===== config.mk =====
export PLATFORM = sky130hd
export DESIGN_NAME = smp_top
export DESIGN_NICKNAME = d
export VERILOG_FILES = /design/src/pkg/smp_pkg.sv /design/src/design/smp_sync.sv /design/src/design/smp_delta.sv /design/src/design/smp_top.sv
export VERILOG_INCLUDE_DIRS = /design/src /design/src/pkg
export SDC_FILE = /design/constraint.sdc
export NUM_CORES = 1
export LEC_CHECK = 0
export ABC_AREA = 1
export BUFFER_PORTS_ARGS = -buffer_cell sky130_fd_sc_hd__buf_2
export CELL_PAD_IN_SITES_DETAIL_PLACEMENT = 1
export CELL_PAD_IN_SITES_GLOBAL_PLACEMENT = 1
export CORE_UTILIZATION = 47
export DETAILED_ROUTE_END_ITERATION = 12
export PLACE_DENSITY = 0.9
export RECOVER_POWER = 100
export SYNTH_ARGS = -nofsm -noshare
export SYNTH_HDL_FRONTEND = slang
export SYNTH_HIERARCHICAL = 1
export SYNTH_SLANG_ARGS = --single-unit

===== constraint.sdc =====
create_clock -name ref_clk -period 2.4 [get_ports ref_clk]
set_input_delay 0.12 -clock ref_clk [delete_from_list [all_inputs] [get_ports ref_clk]]
set_output_delay 0.12 -clock ref_clk [all_outputs]
set_load 0.02 [all_outputs]

===== src/pkg/smp_consts.svh =====
// Purpose: offsets, field positions, reset values for the modem/printer signal block
// Assumes: three-bit register select, eight-bit data
// Notes:   included by bare name
`ifndef SMP_CONSTS_SVH
`define SMP_CONSTS_SVH

// ****************************************
// register select codes
// ****************************************
`define SMP_SER_MCR      3'h4
`define SMP_SER_MSR      3'h6
`define SMP_PRN_DATA     3'h0
`define SMP_PRN_STAT     3'h1
`define SMP_PRN_CTRL     3'h2

// ****************************************
// modem control fields
// ****************************************
`define SMP_MCR_DTR      0
`define SMP_MCR_RTS      1
`define SMP_MCR_IRQ_OE   3
`define SMP_MCR_LOOP     4
`define SMP_MCR_RST      5'h00

// ****************************************
// modem status fields
// ****************************************
`define SMP_MSR_CTS_D    0
`define SMP_MSR_DSR_D    1
`define SMP_MSR_RI_TE    2
`define SMP_MSR_DCD_D    3

// ****************************************
// printer control and status fields
// ****************************************
`define SMP_PCTL_INIT    2
`define SMP_PCTL_IRQ_EN  4
`define SMP_PCTL_RST     5'h00
`define SMP_PSTAT_IRQ    2
`define SMP_PSTAT_ERR_N  3
`define SMP_PSTAT_PAPER  5
`define SMP_PSTAT_ACK_N  6

// ****************************************
// pin synchroniser reset image and data byte reset value (idle levels)
// ****************************************
`define SMP_PIN_RST      23'h7EF800
`define SMP_BYTE_RST     8'h00

`endif


===== src/pkg/smp_pkg.sv =====
// Purpose: types shared by the modem/printer signal block
// Assumes: smp_consts.svh holds the numbers
// Notes:   field order of smp_pins_t matches SMP_PIN_RST
`default_nettype none
package smp_pkg;

   // ****************************************
   // pin inputs from outside the clock domain
   // ****************************************
   typedef struct packed {
      logic       cts_n;
      logic       dsr_n;
      logic       ring_n;
      logic       carrier_detect_n;
      logic       ack_n;
      logic       error_n;
      logic       paper_out;
      logic       parallel_out_enable_n;
      logic       cs_serial_n;
      logic       cs_printer_n;
      logic       read_strobe_n;
      logic       write_strobe_n;
      logic [2:0] addr;
      logic [7:0] db;
   } smp_pins_t;

   typedef struct packed {
      logic o;
      logic oe;
   } smp_tri_t;

   typedef struct packed {
      logic prev;
      logic flag;
   } smp_delta_st_t;

   typedef struct packed {
      logic [4:0] modem_control_reg;
      logic [4:0] pctl;
      logic [7:0] wdata;
      logic [7:0] rdata;
      logic       rd_prev;
      logic       wr_prev;
      logic       ack_prev;
      logic       prn_irq;
      logic       db_oe;
      logic       dtr_n;
      logic       rts_n;
      smp_tri_t   ser_irq;
      smp_tri_t   prn_irq_out;
      smp_tri_t   init;
      logic       pd_oe;
   } smp_top_st_t;

endpackage
`default_nettype wire


===== src/design/smp_sync.sv =====
// Purpose: two-stage synchroniser for a bundle of pin inputs
// Assumes: single clock ref_clk
// Notes:   first stage feeds only the second
`default_nettype none
module smp_sync #(
   parameter int          WIDTH = 1,
   parameter logic [WIDTH-1:0] RST = '0
) (
   input  wire logic             ref_clk,
   input  wire logic             arst_n,
   input  wire logic [WIDTH-1:0] async_in,
   output var  logic [WIDTH-1:0] sync_out
);

   logic [WIDTH-1:0] meta_q;

   always_ff @(posedge ref_clk or negedge arst_n) begin
      if (!arst_n) begin
         meta_q   <= RST;
         sync_out <= RST;
      end else begin
         meta_q   <= async_in;
         sync_out <= meta_q;
      end
   end

endmodule
`default_nettype wire


===== src/design/smp_delta.sv =====
// Purpose: sticky change flag for one modem status input
// Assumes: sample already synchronised
// Notes:   set wins over a clear in the same cycle
`default_nettype none
module smp_delta
   import smp_pkg::*;
#(
   parameter bit RISE_ONLY = 1'b0
) (
   input  wire logic ref_clk,
   input  wire logic arst_n,
   input  wire logic sample,
   input  wire logic clr,
   output var  logic flag
);

   smp_delta_st_t st_q;
   smp_delta_st_t st_d;
   logic          hit;

   always_comb begin
      hit = RISE_ONLY ? (~st_q.prev & sample) : (st_q.prev ^ sample);
      st_d      = st_q;
      st_d.prev = sample;
      st_d.flag = hit | (st_q.flag & ~clr);
   end

   always_ff @(posedge ref_clk or negedge arst_n) begin
      if (!arst_n) begin
         st_q <= '{prev: 1'b1, flag: 1'b0};
      end else begin
         st_q <= st_d;
      end
   end

   assign flag = st_q.flag;

endmodule
`default_nettype wire


===== src/design/smp_top.sv =====
// Purpose: modem control/status, serial and printer interrupts, printer port pins
// Assumes: host strobes and modem/printer lines are asynchronous pins
// Notes:   framing, baud and receive/transmit paths live elsewhere
//
// Overview of operation
// - setting control bit 0 drives terminal-ready low
// - terminal-ready inactive on reset, in loop mode, or bit 0 clear
// - setting the send-request bit drives request-to-send low
// - request-to-send high on reset, in loop mode, or bit 1 clear
// - serial interrupt is active high, driven only while control bit 3 set
// - serial interrupt from receive error, data ready, transmit empty, modem change
// - serial interrupt falls when serviced or on reset
// - printer interrupt active high, raised by acknowledge rising edge
// - printer interrupt driven only while printer control bit 4 set
// - read strobe low with chip select returns addressed register
// - write strobe low with chip select stores into addressed register
// - output-enable low drives write data onto parallel lines
// - output-enable high floats all eight parallel lines
// - printer-initialise is open drain, pulled low to start initialisation
// - reset clears registers and sets outputs to idle states
// - ring input state shown in status bit 6
// - ring low-to-high since last read sets status bit 2
// - ring trailing edge raises serial interrupt when modem interrupt enabled
// - carrier-detect input state shown in status bit 7
// - carrier-detect change sets status bit 3, may interrupt
// - clear-to-send in bit 4, its change flag in bit 0
// - set-ready in bit 5, its change flag in bit 1
`default_nettype none
`include "smp_consts.svh"
module smp_top
   import smp_pkg::*;
(
   input  wire logic       ref_clk,
   input  wire logic       arst_n,
   input  wire logic       cts_n,
   input  wire logic       dsr_n,
   input  wire logic       ring_n,
   input  wire logic       carrier_detect_in_n,
   input  wire logic       ack_n,
   input  wire logic       error_n,
   input  wire logic       paper_out_in,
   input  wire logic       parallel_out_enable_n,
   input  wire logic       cs_serial_n,
   input  wire logic       cs_printer_n,
   input  wire logic       read_strobe_n,
   input  wire logic       write_strobe_n,
   input  wire logic [2:0] addr,
   input  wire logic [7:0] db_i,
   input  wire logic       rx_error,
   input  wire logic       rx_data_avail,
   input  wire logic       thr_empty,
   input  wire logic       modem_irq_en,
   output var  logic [7:0] db_o,
   output var  logic       db_oe,
   output var  logic       dtr_n,
   output var  logic       rts_n,
   output var  logic       serial_irq_out,
   output var  logic       serial_irq_oe,
   output var  logic       printer_irq_out,
   output var  logic       printer_irq_oe,
   output var  logic [7:0] parallel_data_lines_o,
   output var  logic       parallel_data_lines_oe,
   output var  logic       init_o,
   output var  logic       init_oe
);

   // ****************************************
   // pin synchronisers
   // ****************************************
   smp_pins_t pins_raw;
   smp_pins_t pins_s;

   always_comb begin
      pins_raw = '{cts_n: cts_n, dsr_n: dsr_n, ring_n: ring_n,
                   carrier_detect_n: carrier_detect_in_n, ack_n: ack_n,
                   error_n: error_n, paper_out: paper_out_in,
                   parallel_out_enable_n: parallel_out_enable_n,
                   cs_serial_n: cs_serial_n, cs_printer_n: cs_printer_n,
                   read_strobe_n: read_strobe_n, write_strobe_n: write_strobe_n,
                   addr: addr, db: db_i};
   end

   smp_sync #(
      .WIDTH    ($bits(smp_pins_t)),
      .RST      (`SMP_PIN_RST)
   ) u_sync (
      .ref_clk  (ref_clk),
      .arst_n   (arst_n),
      .async_in (pins_raw),
      .sync_out (pins_s)
   );

   // ****************************************
   // modem status change flags
   // ****************************************
   logic       msr_clr;
   logic [3:0] delta;

   smp_delta #(.RISE_ONLY(1'b0)) u_clear_to_send_delta (
      .ref_clk (ref_clk), .arst_n (arst_n), .sample (pins_s.cts_n),
      .clr (msr_clr), .flag (delta[`SMP_MSR_CTS_D]));
   smp_delta #(.RISE_ONLY(1'b0)) u_set_ready_delta (
      .ref_clk (ref_clk), .arst_n (arst_n), .sample (pins_s.dsr_n),
      .clr (msr_clr), .flag (delta[`SMP_MSR_DSR_D]));
   // ring counts only its trailing edge, low to high
   smp_delta #(.RISE_ONLY(1'b1)) u_ring_trailing_edge_flag (
      .ref_clk (ref_clk), .arst_n (arst_n), .sample (pins_s.ring_n),
      .clr (msr_clr), .flag (delta[`SMP_MSR_RI_TE]));
   smp_delta #(.RISE_ONLY(1'b0)) u_carrier_detect_delta (
      .ref_clk (ref_clk), .arst_n (arst_n), .sample (pins_s.carrier_detect_n),
      .clr (msr_clr), .flag (delta[`SMP_MSR_DCD_D]));

   // ****************************************
   // next state
   // ****************************************
   smp_top_st_t st_q;
   smp_top_st_t st_d;
   logic        ser_sel;
   logic        prn_sel;
   logic        rd_act;
   logic        wr_act;
   logic        rd_go;
   logic        wr_go;
   logic        ack_rise;
   logic        loop_on;
   logic [7:0]  msr_val;
   logic [7:0]  pstat_val;
   logic        ser_cause;

   always_comb begin
      ser_sel  = ~pins_s.cs_serial_n;
      prn_sel  = ~pins_s.cs_printer_n;
      rd_act   = ~pins_s.read_strobe_n & (ser_sel | prn_sel);
      wr_act   = ~pins_s.write_strobe_n & (ser_sel | prn_sel);
      rd_go    = rd_act & ~st_q.rd_prev;
      wr_go    = wr_act & ~st_q.wr_prev;
      ack_rise = pins_s.ack_n & ~st_q.ack_prev;
      loop_on  = st_q.modem_control_reg[`SMP_MCR_LOOP];
      // line state bits 7:4 read as one while the modem line is asserted (low)
      msr_val  = {~pins_s.carrier_detect_n, ~pins_s.ring_n,
                  ~pins_s.dsr_n, ~pins_s.cts_n, delta};
      pstat_val = 8'h00;
      pstat_val[`SMP_PSTAT_IRQ]   = st_q.prn_irq;
      pstat_val[`SMP_PSTAT_ERR_N] = pins_s.error_n;
      pstat_val[`SMP_PSTAT_PAPER] = pins_s.paper_out;
      pstat_val[`SMP_PSTAT_ACK_N] = pins_s.ack_n;
      // the cause is a level, so servicing the source drops it
      ser_cause = rx_error | rx_data_avail | thr_empty
                | (modem_irq_en & (|delta));
      msr_clr  = rd_go & ser_sel & (pins_s.addr == `SMP_SER_MSR);

      st_d          = st_q;
      st_d.rd_prev  = rd_act;
      st_d.wr_prev  = wr_act;
      st_d.ack_prev = pins_s.ack_n;
      st_d.db_oe    = rd_act;

      if (rd_go) begin
         st_d.rdata = 8'h00;
         if (ser_sel) begin
            unique case (pins_s.addr)
               `SMP_SER_MCR: st_d.rdata = {3'h0, st_q.modem_control_reg};
               `SMP_SER_MSR: st_d.rdata = msr_val;
               default:      st_d.rdata = 8'h00;
            endcase
         end else begin
            unique case (pins_s.addr)
               `SMP_PRN_DATA: st_d.rdata = st_q.wdata;
               `SMP_PRN_STAT: st_d.rdata = pstat_val;
               `SMP_PRN_CTRL: st_d.rdata = {3'h0, st_q.pctl};
               default:       st_d.rdata = 8'h00;
            endcase
         end
      end

      if (wr_go) begin
         if (ser_sel && pins_s.addr == `SMP_SER_MCR) begin
            st_d.modem_control_reg = pins_s.db[4:0];
         end else if (prn_sel && pins_s.addr == `SMP_PRN_DATA) begin
            st_d.wdata = pins_s.db;
         end else if (prn_sel && pins_s.addr == `SMP_PRN_CTRL) begin
            st_d.pctl = pins_s.db[4:0];
         end
      end

      // acknowledge edge wins over the clear by a status read
      st_d.prn_irq = ack_rise
                   | (st_q.prn_irq & ~(rd_go & prn_sel & (pins_s.addr == `SMP_PRN_STAT)));

      st_d.dtr_n = ~(st_q.modem_control_reg[`SMP_MCR_DTR] & ~loop_on);
      st_d.rts_n = ~(st_q.modem_control_reg[`SMP_MCR_RTS] & ~loop_on);
      st_d.ser_irq.o  = ser_cause;
      st_d.ser_irq.oe = st_q.modem_control_reg[`SMP_MCR_IRQ_OE];
      st_d.prn_irq_out.o  = st_q.prn_irq;
      st_d.prn_irq_out.oe = st_q.pctl[`SMP_PCTL_IRQ_EN];
      // open drain: only ever pulls low, pullup is on the pad
      st_d.init.o  = 1'b0;
      st_d.init.oe = st_q.pctl[`SMP_PCTL_INIT];
      st_d.pd_oe   = ~pins_s.parallel_out_enable_n;
   end

   // ****************************************
   // state register
   // ****************************************
   always_ff @(posedge ref_clk or negedge arst_n) begin
      if (!arst_n) begin
         st_q       <= '0;
         st_q.modem_control_reg   <= `SMP_MCR_RST;
         st_q.pctl  <= `SMP_PCTL_RST;
         st_q.wdata <= `SMP_BYTE_RST;
         st_q.rdata <= `SMP_BYTE_RST;
         st_q.rd_prev  <= 1'b0;
         st_q.wr_prev  <= 1'b0;
         st_q.ack_prev <= 1'b1;
         st_q.dtr_n <= 1'b1;
         st_q.rts_n <= 1'b1;
      end else begin
         st_q <= st_d;
      end
   end

   // ****************************************
   // outputs, all from flip-flops
   // ****************************************
   assign db_o                   = st_q.rdata;
   assign db_oe                  = st_q.db_oe;
   assign dtr_n                  = st_q.dtr_n;
   assign rts_n                  = st_q.rts_n;
   assign serial_irq_out         = st_q.ser_irq.o;
   assign serial_irq_oe          = st_q.ser_irq.oe;
   assign printer_irq_out        = st_q.prn_irq_out.o;
   assign printer_irq_oe         = st_q.prn_irq_out.oe;
   assign parallel_data_lines_o  = st_q.wdata;
   assign parallel_data_lines_oe = st_q.pd_oe;
   assign init_o                 = st_q.init.o;
   assign init_oe                = st_q.init.oe;
endmodule
`default_nettype wire


==> After elaboration in Yosys (flattened, before gate mapping) <==
Cells that the tools add are included.
{ "totals": {"in_bits": 29, "output_inout_bits": 26, "regBits": 92, "wordCells": 91} }
{ "op_classes": {"n_mux": 3, "n_eq_ne": 4, "n_reduce_logical": 8, "bitwise": 50} }
{ "op_table": {"columns": ["op", "n"], "rows": [
  ["$pmux W8 S3", 1],
  ["$not A1 Y1", 20],
  ["$and A1 B1 Y1", 18],
  ["$pmux W8 S2", 1],
  ["$or A1 B1 Y1", 9],
  ["$mux W8", 1],
  ["$eq A3 B3 Y1 const B", 2],
  ["$reduce_and A4 Y1", 1],
  ["$reduce_or A4 Y1", 1],
  ["$eq A3 B1 Y1 const B", 1],
  ["$eq A3 B2 Y1 const B", 1],
  ["$logic_and A1 B1 Y1", 3],
  ["$logic_not A3 Y1", 1],
  ["$reduce_and A3 Y1", 1],
  ["$xor A1 B1 Y1", 3],
  ["$reduce_and A2 Y1", 1]
]} }

==> Logic depth before layout (Yosys ltp) <==
Gate-level depths: netlist of run 1.
{ "logic_depth": {"depth_word": 9, "depth_mapped": 8, "depth_no_buf": 8} }

==> Hierarchy <==
The synthesis of run 1 kept the hierarchy.
{ "modules_own_cells": {"columns": ["mod", "area_per_inst_um2", "n_inst", "seq_area_each_um2", "cells_per_inst"], "rows": [
  ["smp_top", 1886.8, 1, 954.7, 219],
  ["smp_sync", 1178.6, 1, 1178.6, 46],
  ["smp_delta at u_carrier_detect_delta ...", 78.8, 3, 51.3, 9],
  ["smp_delta at u_ring_trailing_edge_flag", 70.1, 1, 51.3, 7]
]} }

==> Worst setup path after synthesis of run 1 <==
Ideal clock, no wire load.
{ "synth_timing": {"path_type": "reg-to-reg", "start": "reg u_sync.sync_out[14]", "end": "reg u_carrier_detect_delta.st_q (netlist bit u_carrier_detect_delta/flag)", "required_time_ps": 2276, "path_buffers": 2, "setup_slack_ps": 927, "stages_incl_launch_ff": 9, "synth_period_minus_slack_ps": 1473, "setup_ps": 124, "t_arrival_ps": 1350, "cell_sequence": "dfstp_2 buf_6 nand2_2 nand3b_1 buf_2 nor4_1 inv_1 nand2_1 nand3_1"} }
{ "synth_lines": {"columns": ["item", "line", "rtl"], "rows": [
  ["start: declaration", "smp_sync.sv:12", "output var logic [WIDTH-1:0] sync_out"],
  ["start signal: assignment", "smp_sync.sv:23", "sync_out <= meta_q;"],
  ["end signal: assignment", "smp_delta.sv:30", "st_q <= '{prev: 1'b1, flag: 1'b0};"],
  ["end signal: assignment", "smp_delta.sv:32", "st_q <= st_d;"],
  ["end: declaration", "smp_delta.sv:17", "smp_delta_st_t st_q;"]
]} }

==> Worst setup path after layout of run 1 <==
{ "layout_timing": {"start": "reg u_sync.sync_out[14]", "end": "reg st_q (netlist bit db_o[3])"} }
{ "layout_between": {"elab_chain_len": 4, "word_cells_on_any_way": 5, "classes_between": "1 x mux; 4 x bitwise"} }
{ "layout_lines": {"columns": ["item", "line", "rtl"], "rows": [
  ["$not A1 Y1", "smp_top.sv:131", "ser_sel = ~pins_s.cs_serial_n;"],
  ["$or A1 B1 Y1", "smp_top.sv:133", "rd_act = ~pins_s.read_strobe_n & (ser_sel | prn_sel);"],
  ["$and A1 B1 Y1", "smp_top.sv:133", null],
  ["$and A1 B1 Y1", "smp_top.sv:135", "rd_go = rd_act & ~st_q.rd_prev;"],
  ["end signal: assignment", "smp_top.sv:218", "st_q <= st_d;"],
  ["end: declaration", "smp_top.sv:116", "smp_top_st_t st_q;"]
]} }
Several ways; a longest one is shown, not always the timed one.
A chain may end at the register's enable or synchronous reset.

==> results_dict.tcl, run 1 <==
set metrics [dict create \
    synthAdderAreaFrac_pct 0 \
    rsz0062_at_grt "false" \
    status "completed" \
    synth_top_cell_by_area "dfrtp_1" \
    drt_iter0_drc 89 \
    ys_seq_area_share_pct 69.4 \
    synth_compound_area_share_pct 4.71 \
    setup_viol 0 \
    cts_setup_buffers 0 \
    finalNetCount 400 \
    drive_gt1_share_pct 20.5 \
    htree_levels 3 \
    worstPathArrival_ps 2310 \
    wl_per_cell_um 16.7 \
    synthSimpleGateAreaFrac_pct 17.1 \
    crit_chain "nand2_2 > nand3b_1 > inv_1 > or2_2 > inv_1 > a21oi_1" \
    design_area_mm2 0.00400 \
    startpoint_type "flop" \
    syn_nets 328 \
    ys_warn_count 6 \
    io_buffers 53 \
    ys.flop_type "dfrtp_1" \
    finalClockSkew_ps 23.2 \
    rows 30 \
    routabilityCongestion 0.815 \
    viasPerCell 4.86 \
    drtAntennaViolNets 0 \
    hold_path.class "flop to flop" \
    initial_utilization_pct 49.1 \
    syn_area_mm2 0.00337 \
    vias 2296 \
    max_slew.worst_pin.slew_ps 1150 \
    synth_top_family_by_area "simple AND/OR/NAND/NOR gates" \
    cts_tree "done" \
    synth_cell_type_count 26 \
    period_share_pct 85.4 \
    dieHeight_um 86.7 \
    ir_drop_mv 0.446 \
    io_pins 55 \
    cp_common_cell "inv_1" \
    cts_buffer_depth 2 \
    final_core_util_pct 58.3 \
    area_growth_pct 18.7 \
    crit_type "flop to flop" \
    fill_cells 766 \
    syn_avg_cell_area_um2 11.3 \
    synth_commonest_cells "nand2_1, dfrtp_1, inv_1" \
    clock.fmax_mhz 488 \
    hold_violations 0 \
    synth.most_common_cell "nand2_1" \
    postSynth.asyncResetShare_pct 100 \
    dp_hpwl_um 4940 \
    place_area_mm2 0.00361 \
    synthDominantCellAreaShare_pct 46.8 \
    cts-buffers-inserted 9 \
    synthCells 299 \
    synth_edf_count 0 \
    path_clk_slew_ps 100 \
    cp.required_ps 2660 \
    clock_latency_ps 390 \
    drc 0 \
    fin_crit_ps 2050 \
    drv_cap 0 \
    coreArea_mm2 0.00687 \
    slowest_stage "dfstp_1" \
    setup_tns_ps 0 \
    grt_overflow_total 0 \
    cts_sinks 92 \
    finalMaxSlewViolations 0 \
    hold-worst-slack_ps 357 \
    power_density_mw_per_mm2 805 \
    root_buffer "clkbuf_8" \
    slew_headroom_pct 23.6 \
    antenna_found_initial 0 \
    dr.pass1.iters 4 \
    netlist_top_cells_area "dfrtp_1, dfstp_2, nand2_1" \
    drt-total-wl_um 7890 \
    cp_max_fo 11 \
    synth_mux_area_share_pct 0 \
    die_area_mm2 0.00752 \
    grt_pass1_vias 2474 \
    grt_max_degree 48 \
    grt_pass1_wl_um 12900 \
    die_w_um 86.7 \
    synthXorXnorAreaFrac_pct 0 \
    num_antenna_cells 0 \
    grt_use_total_pct 24.1 \
    cp-end-kind "flop" \
    slowest_delay_ps 750 \
    p_leak_nw 1.90 \
    ys_ff_latch 92 \
]
==> final cells by class <==
cell class	count	area (um2)	share of cell area [%]
multi-input combinational	150	698	17.4
sequential	92	2340	58.4
clock buffer	9	124	3.09
clock inverter	7	75.1	1.88
tap	96	120	3.00
inverter	36	135	3.38
timing repair buffer	82	512	12.8
==> through the flow <==
step	setup slack, ps	total power, mW	std cells
2_1_floorplan	927	2.06	299
3_3_place_gp	713	2.15	429
3_5_place_dp	616	2.18	429
4_1_cts	550	3.25	472
5_1_grt	277	3.37	472
6_report	351	3.22	472
==> what timing repair did <==
action | CTS | global route
resized for setup | 0 | 0
hold buffers | 27 | 0
endpoints found under the hold margin | 48 | 0
==> worst max-delay path, delay by kind of cell (launching register included) <==
family | cells | cell delay [ps]
simple gates | 3 | 810
flops | 1 | 750
buf+inv | 2 | 330
compound gates | 1 | 40
==> per-layer routing <==
layer	up-vias	wire length, um	track usage [%]
met4	0	281	10.0
met2	63	3980	40.9
li1	1061	-	-
met1	1148	3280	27.7
met5	-	0	0
met3	24	353	8.57
==> path summary, 6_finish.rpt <==
check | startpoint | end | slack, ps | cells after the start
min | u_sync/meta_q[7] | u_sync/sync_out[7] | 360 | 0
max | u_sync/sync_out[14] | db_o[3] | 350 | 6
min reg2reg | u_sync/meta_q[7] | u_sync/sync_out[7] | 360 | 0
min in group asynchronous | arst_n | pstat_val[2] | 490 | 2
max reg2reg | u_sync/sync_out[14] | db_o[3] | 350 | 6
max in group asynchronous | arst_n | parallel_data_lines_o[0] | 640 | 3
==> report_power, final <==
group	total (mW)	internal [mW]	switching (mW)	leakage (nW)
combinational	0.352	0.121	0.231	0.741
clock	1.07	0.414	0.655	0.0990
sequential	1.80	1.70	0.0973	1.06
total	3.22	2.24	0.983	1.90
==> layout by cell type (no fill, tap or decap), types with 2 or more instances in the layout <==
| cell | n |
|---|---|
| a21oi_1 | 2 |
| buf_2 | 24 |
| clkbuf_1 | 27 |
| clkbuf_2 | 4 |
| clkbuf_8 | 9 |
| dfrtp_1 | 63 |
| dfstp_1 | 6 |
| dfstp_2 | 23 |
| dlygate4sd3_1 | 27 |
| inv_1 | 36 |
| inv_6 | 2 |
| inv_8 | 3 |
| nand2_1 | 71 |
| nand2_2 | 2 |
| nand3_1 | 26 |
| nand3b_1 | 3 |
| nand4_1 | 2 |
| nor2_1 | 6 |
| nor2_2 | 2 |
| nor2_4 | 2 |
| nor3_1 | 5 |
| nor4_1 | 2 |
| o21ai_0 | 20 |
| or2_2 | 2 |
==> sequential cells by signal, summed over array words and instances (netlist names), 3 cells and up <==
name and cells:
u_sync/meta_q 23, db_o 8, u_sync/sync_out 23, st_d 3, st_q 8, parallel_data_lines_o 8
==> logic make-up (layout without fill, tap and decap cells) <==
logic type	Yosys count	in the layout
flip-flops	92	92
AND/OR/NAND/NOR	124	124
other	1	1
AO/OA/AOI/OAI	25	25
buffers and inverters	57	134
Power figures use the tool's default switching activity.
==> run 2: changes to the inputs <==
ABC_AREA = not set   (was 1)
CORE_UTILIZATION = 49   (was 47)
==> results_dict.tcl, run 2 <==
set metrics [dict create \
    slowest_delay_ps 600 \
    synth_top_cell_by_area "dfrtp_1" \
    drtAntennaViolNets 0 \
    setup_ws_ps 325 \
    hold_violations 0 \
    grt_pass1_wl_um 11000 \
    coreArea_mm2 0.00639 \
    wl_per_cell_um 18.2 \
    path_clk_slew_ps 90 \
    crit_family "simple AND/OR/NAND/NOR gates" \
    dp_hpwl_um 4310 \
    vias 1883 \
    synth.most_common_cell "dfrtp_1" \
    place_worst_setup_slack_ps 559 \
    synthDominantCellAreaShare_pct 48.4 \
    netlist_top_cells_area "dfrtp_1, dfstp_2, mux2_2" \
    cts_buffer_depth 2 \
    cp_max_fo 13 \
    syn_avg_cell_area_um2 15.0 \
    cp-end-kind "flop" \
    finalMaxSlewViolations 0 \
    grt_overflow_total 0 \
    antenna_found_initial 0 \
    die_area_mm2 0.00697 \
    multi_input_area_um2 709 \
    ys_warn_count 6 \
    crit_type "flop to flop" \
    synthCells 217 \
    wl_met2_um 3420 \
    hold_path.class "flop to flop" \
    final_core_util_pct 60.6 \
    drc 0 \
    clock.fmax_mhz 482 \
    ys.flop_type "dfrtp_1" \
    ys_seq_area_share_pct 71.8 \
    initial_utilization_pct 51.0 \
    drt-total-wl_um 6720 \
    p_leak_nw 1.70 \
    max_slew.worst_pin.slew_ps 1240 \
    ir_drop_mv 0.443 \
    htree_levels 3 \
    num_antenna_cells 0 \
    viasPerCell 5.09 \
    grt_use_total_pct 21.6 \
    placed_cells 327 \
    cts-buffers-inserted 9 \
    synth_cell_type_count 28 \
    finalNetCount 317 \
    grt_max_degree 51 \
    slowest_stage "nor3_2" \
    power_mw 3.13 \
    cts_setup_buffers 0 \
    hold-worst-slack_ps 348 \
    grt_pass1_vias 2110 \
    slew_headroom_pct 17.4 \
    drt_iter0_drc 76 \
    final_cell_mix "dfrtp_1, clkbuf_1, dlygate4sd3_1, buf_2, mux2_2" \
    startpoint_type "flop" \
    reg_top3 "u_sync/meta_q (23), u_sync/sync_out (23)" \
    route.layer.met1.wl_um 2860 \
    power_density_mw_per_mm2 810 \
    syn_area_mm2 0.00326 \
    io_buffers 53 \
    finalClockSkew_ps 12.0 \
    routabilityCongestion 0.832 \
    postSynth.asyncResetShare_pct 100 \
    die_w_um 83.5 \
    setup_viol 0 \
    crit_chain "nor2_1 > nand2_1 > nor3_2 > mux2_2" \
    status "completed" \
    finalNonFillerCells 370 \
    syn_nets 246 \
    rows 29 \
    design_area_mm2 0.00387 \
    synth_commonest_cells "dfrtp_1, dfstp_2, mux2_2" \
    critPathBufInv 0 \
    root_buffer "clkbuf_8" \
    ys_ff_latch 92 \
    fin_crit_ps 2080 \
    dieHeight_um 83.5 \
    cp.required_ps 2640 \
    dr.pass1.iters 3 \
    drive_gt1_share_pct 31.4 \
    drv_cap 0 \
    cts_resized 0 \
    place_area_mm2 0.00348 \
    final_common_cell "dfrtp_1" \
    period_share_pct 86.5 \
    fill_cells 632 \
    synth_edf_count 0 \
    rsz0062_at_grt "false" \
    clock_latency_ps 360 \
    area_growth_pct 18.9 \
    route.met3.wl_um 232 \
    io_pins 55 \
    cts_tree "done" \
    regArea_mm2 0.00234 \
    setup_tns_ps 0 \
    worstPathArrival_ps 2320 \
    cts_sinks 92 \
    routed.top_layer "met4" \
]
-- run 2: changes by cell type in the layout (fill, tap and decap cells not counted), moves of 3 or more --
cell and change:
xnor2_1 +3, nand3_1 -25, mux2_2 +24, nand2_1 -59, a21oi_1 +10, inv_8 -3
o21ai_0 -9, nand2b_1 +4, inv_1 -28, mux2i_1 +4, nand3b_1 -3
-- run 2: routing by layer --
metal	vias to the layer above	GRT usage [%]
met5	-	0
met2	49	36.2
li1	855	-
met4	0	12.8
met1	961	26.4
met3	18	3.86
-- run 2: layout make-up --
cell class	instances	area share, %
clock buffers	13	3.85
inverters	8	0.776
repair buffers	81	13.5
well taps	77	2.49
clock inverters	3	0.582
flip-flops and latches	92	60.4
multi-input cells	96	18.3
-- run 2: path summary, 6_finish.rpt --
path	to	slack, ps	startpoint	depth (start not counted)
setup / recovery	parallel_data_lines_o[4]	320	u_sync/sync_out[8]	4
max in group asynchronous	u_sync/sync_out[11]	960	arst_n	3
hold reg to reg	u_sync/sync_out[7]	350	u_sync/meta_q[7]	0
setup reg to reg	parallel_data_lines_o[4]	320	u_sync/sync_out[8]	4
min in group asynchronous	st_q[35]	560	arst_n	2
hold / removal	u_sync/sync_out[7]	350	u_sync/meta_q[7]	0
-- run 2: cells by family (layout without fill, tap and decap cells) --
logic type                after synthesis  after routing  synth area share, %
xor gates and xnor gates                3              3                0.807
DFF                                    92             92                 71.8
and+or+nand+nor                        33             33                 6.11
muxes                                  30             30                 10.2
other                                   1              1                0.115
buffers and inverters                  29            105                 5.73
AOI/OAI and AO/OA                      29             29                 5.19
-- run 2: repair_timing --
item	4_1_cts	5_1_grt
endpoints found under the hold margin	57	0
hold buffers	27	0
endpoints found under the setup margin	0	0
-- run 2: report_power, final --
| group | leakage, nW | internal (mW) | total (mW) | switching, mW |
|---|---|---|---|---|
| Clock | 0.0759 | 0.406 | 0.921 | 0.515 |
| Sequential | 1.05 | 1.71 | 1.82 | 0.109 |
| Combinational | 0.573 | 0.167 | 0.390 | 0.223 |
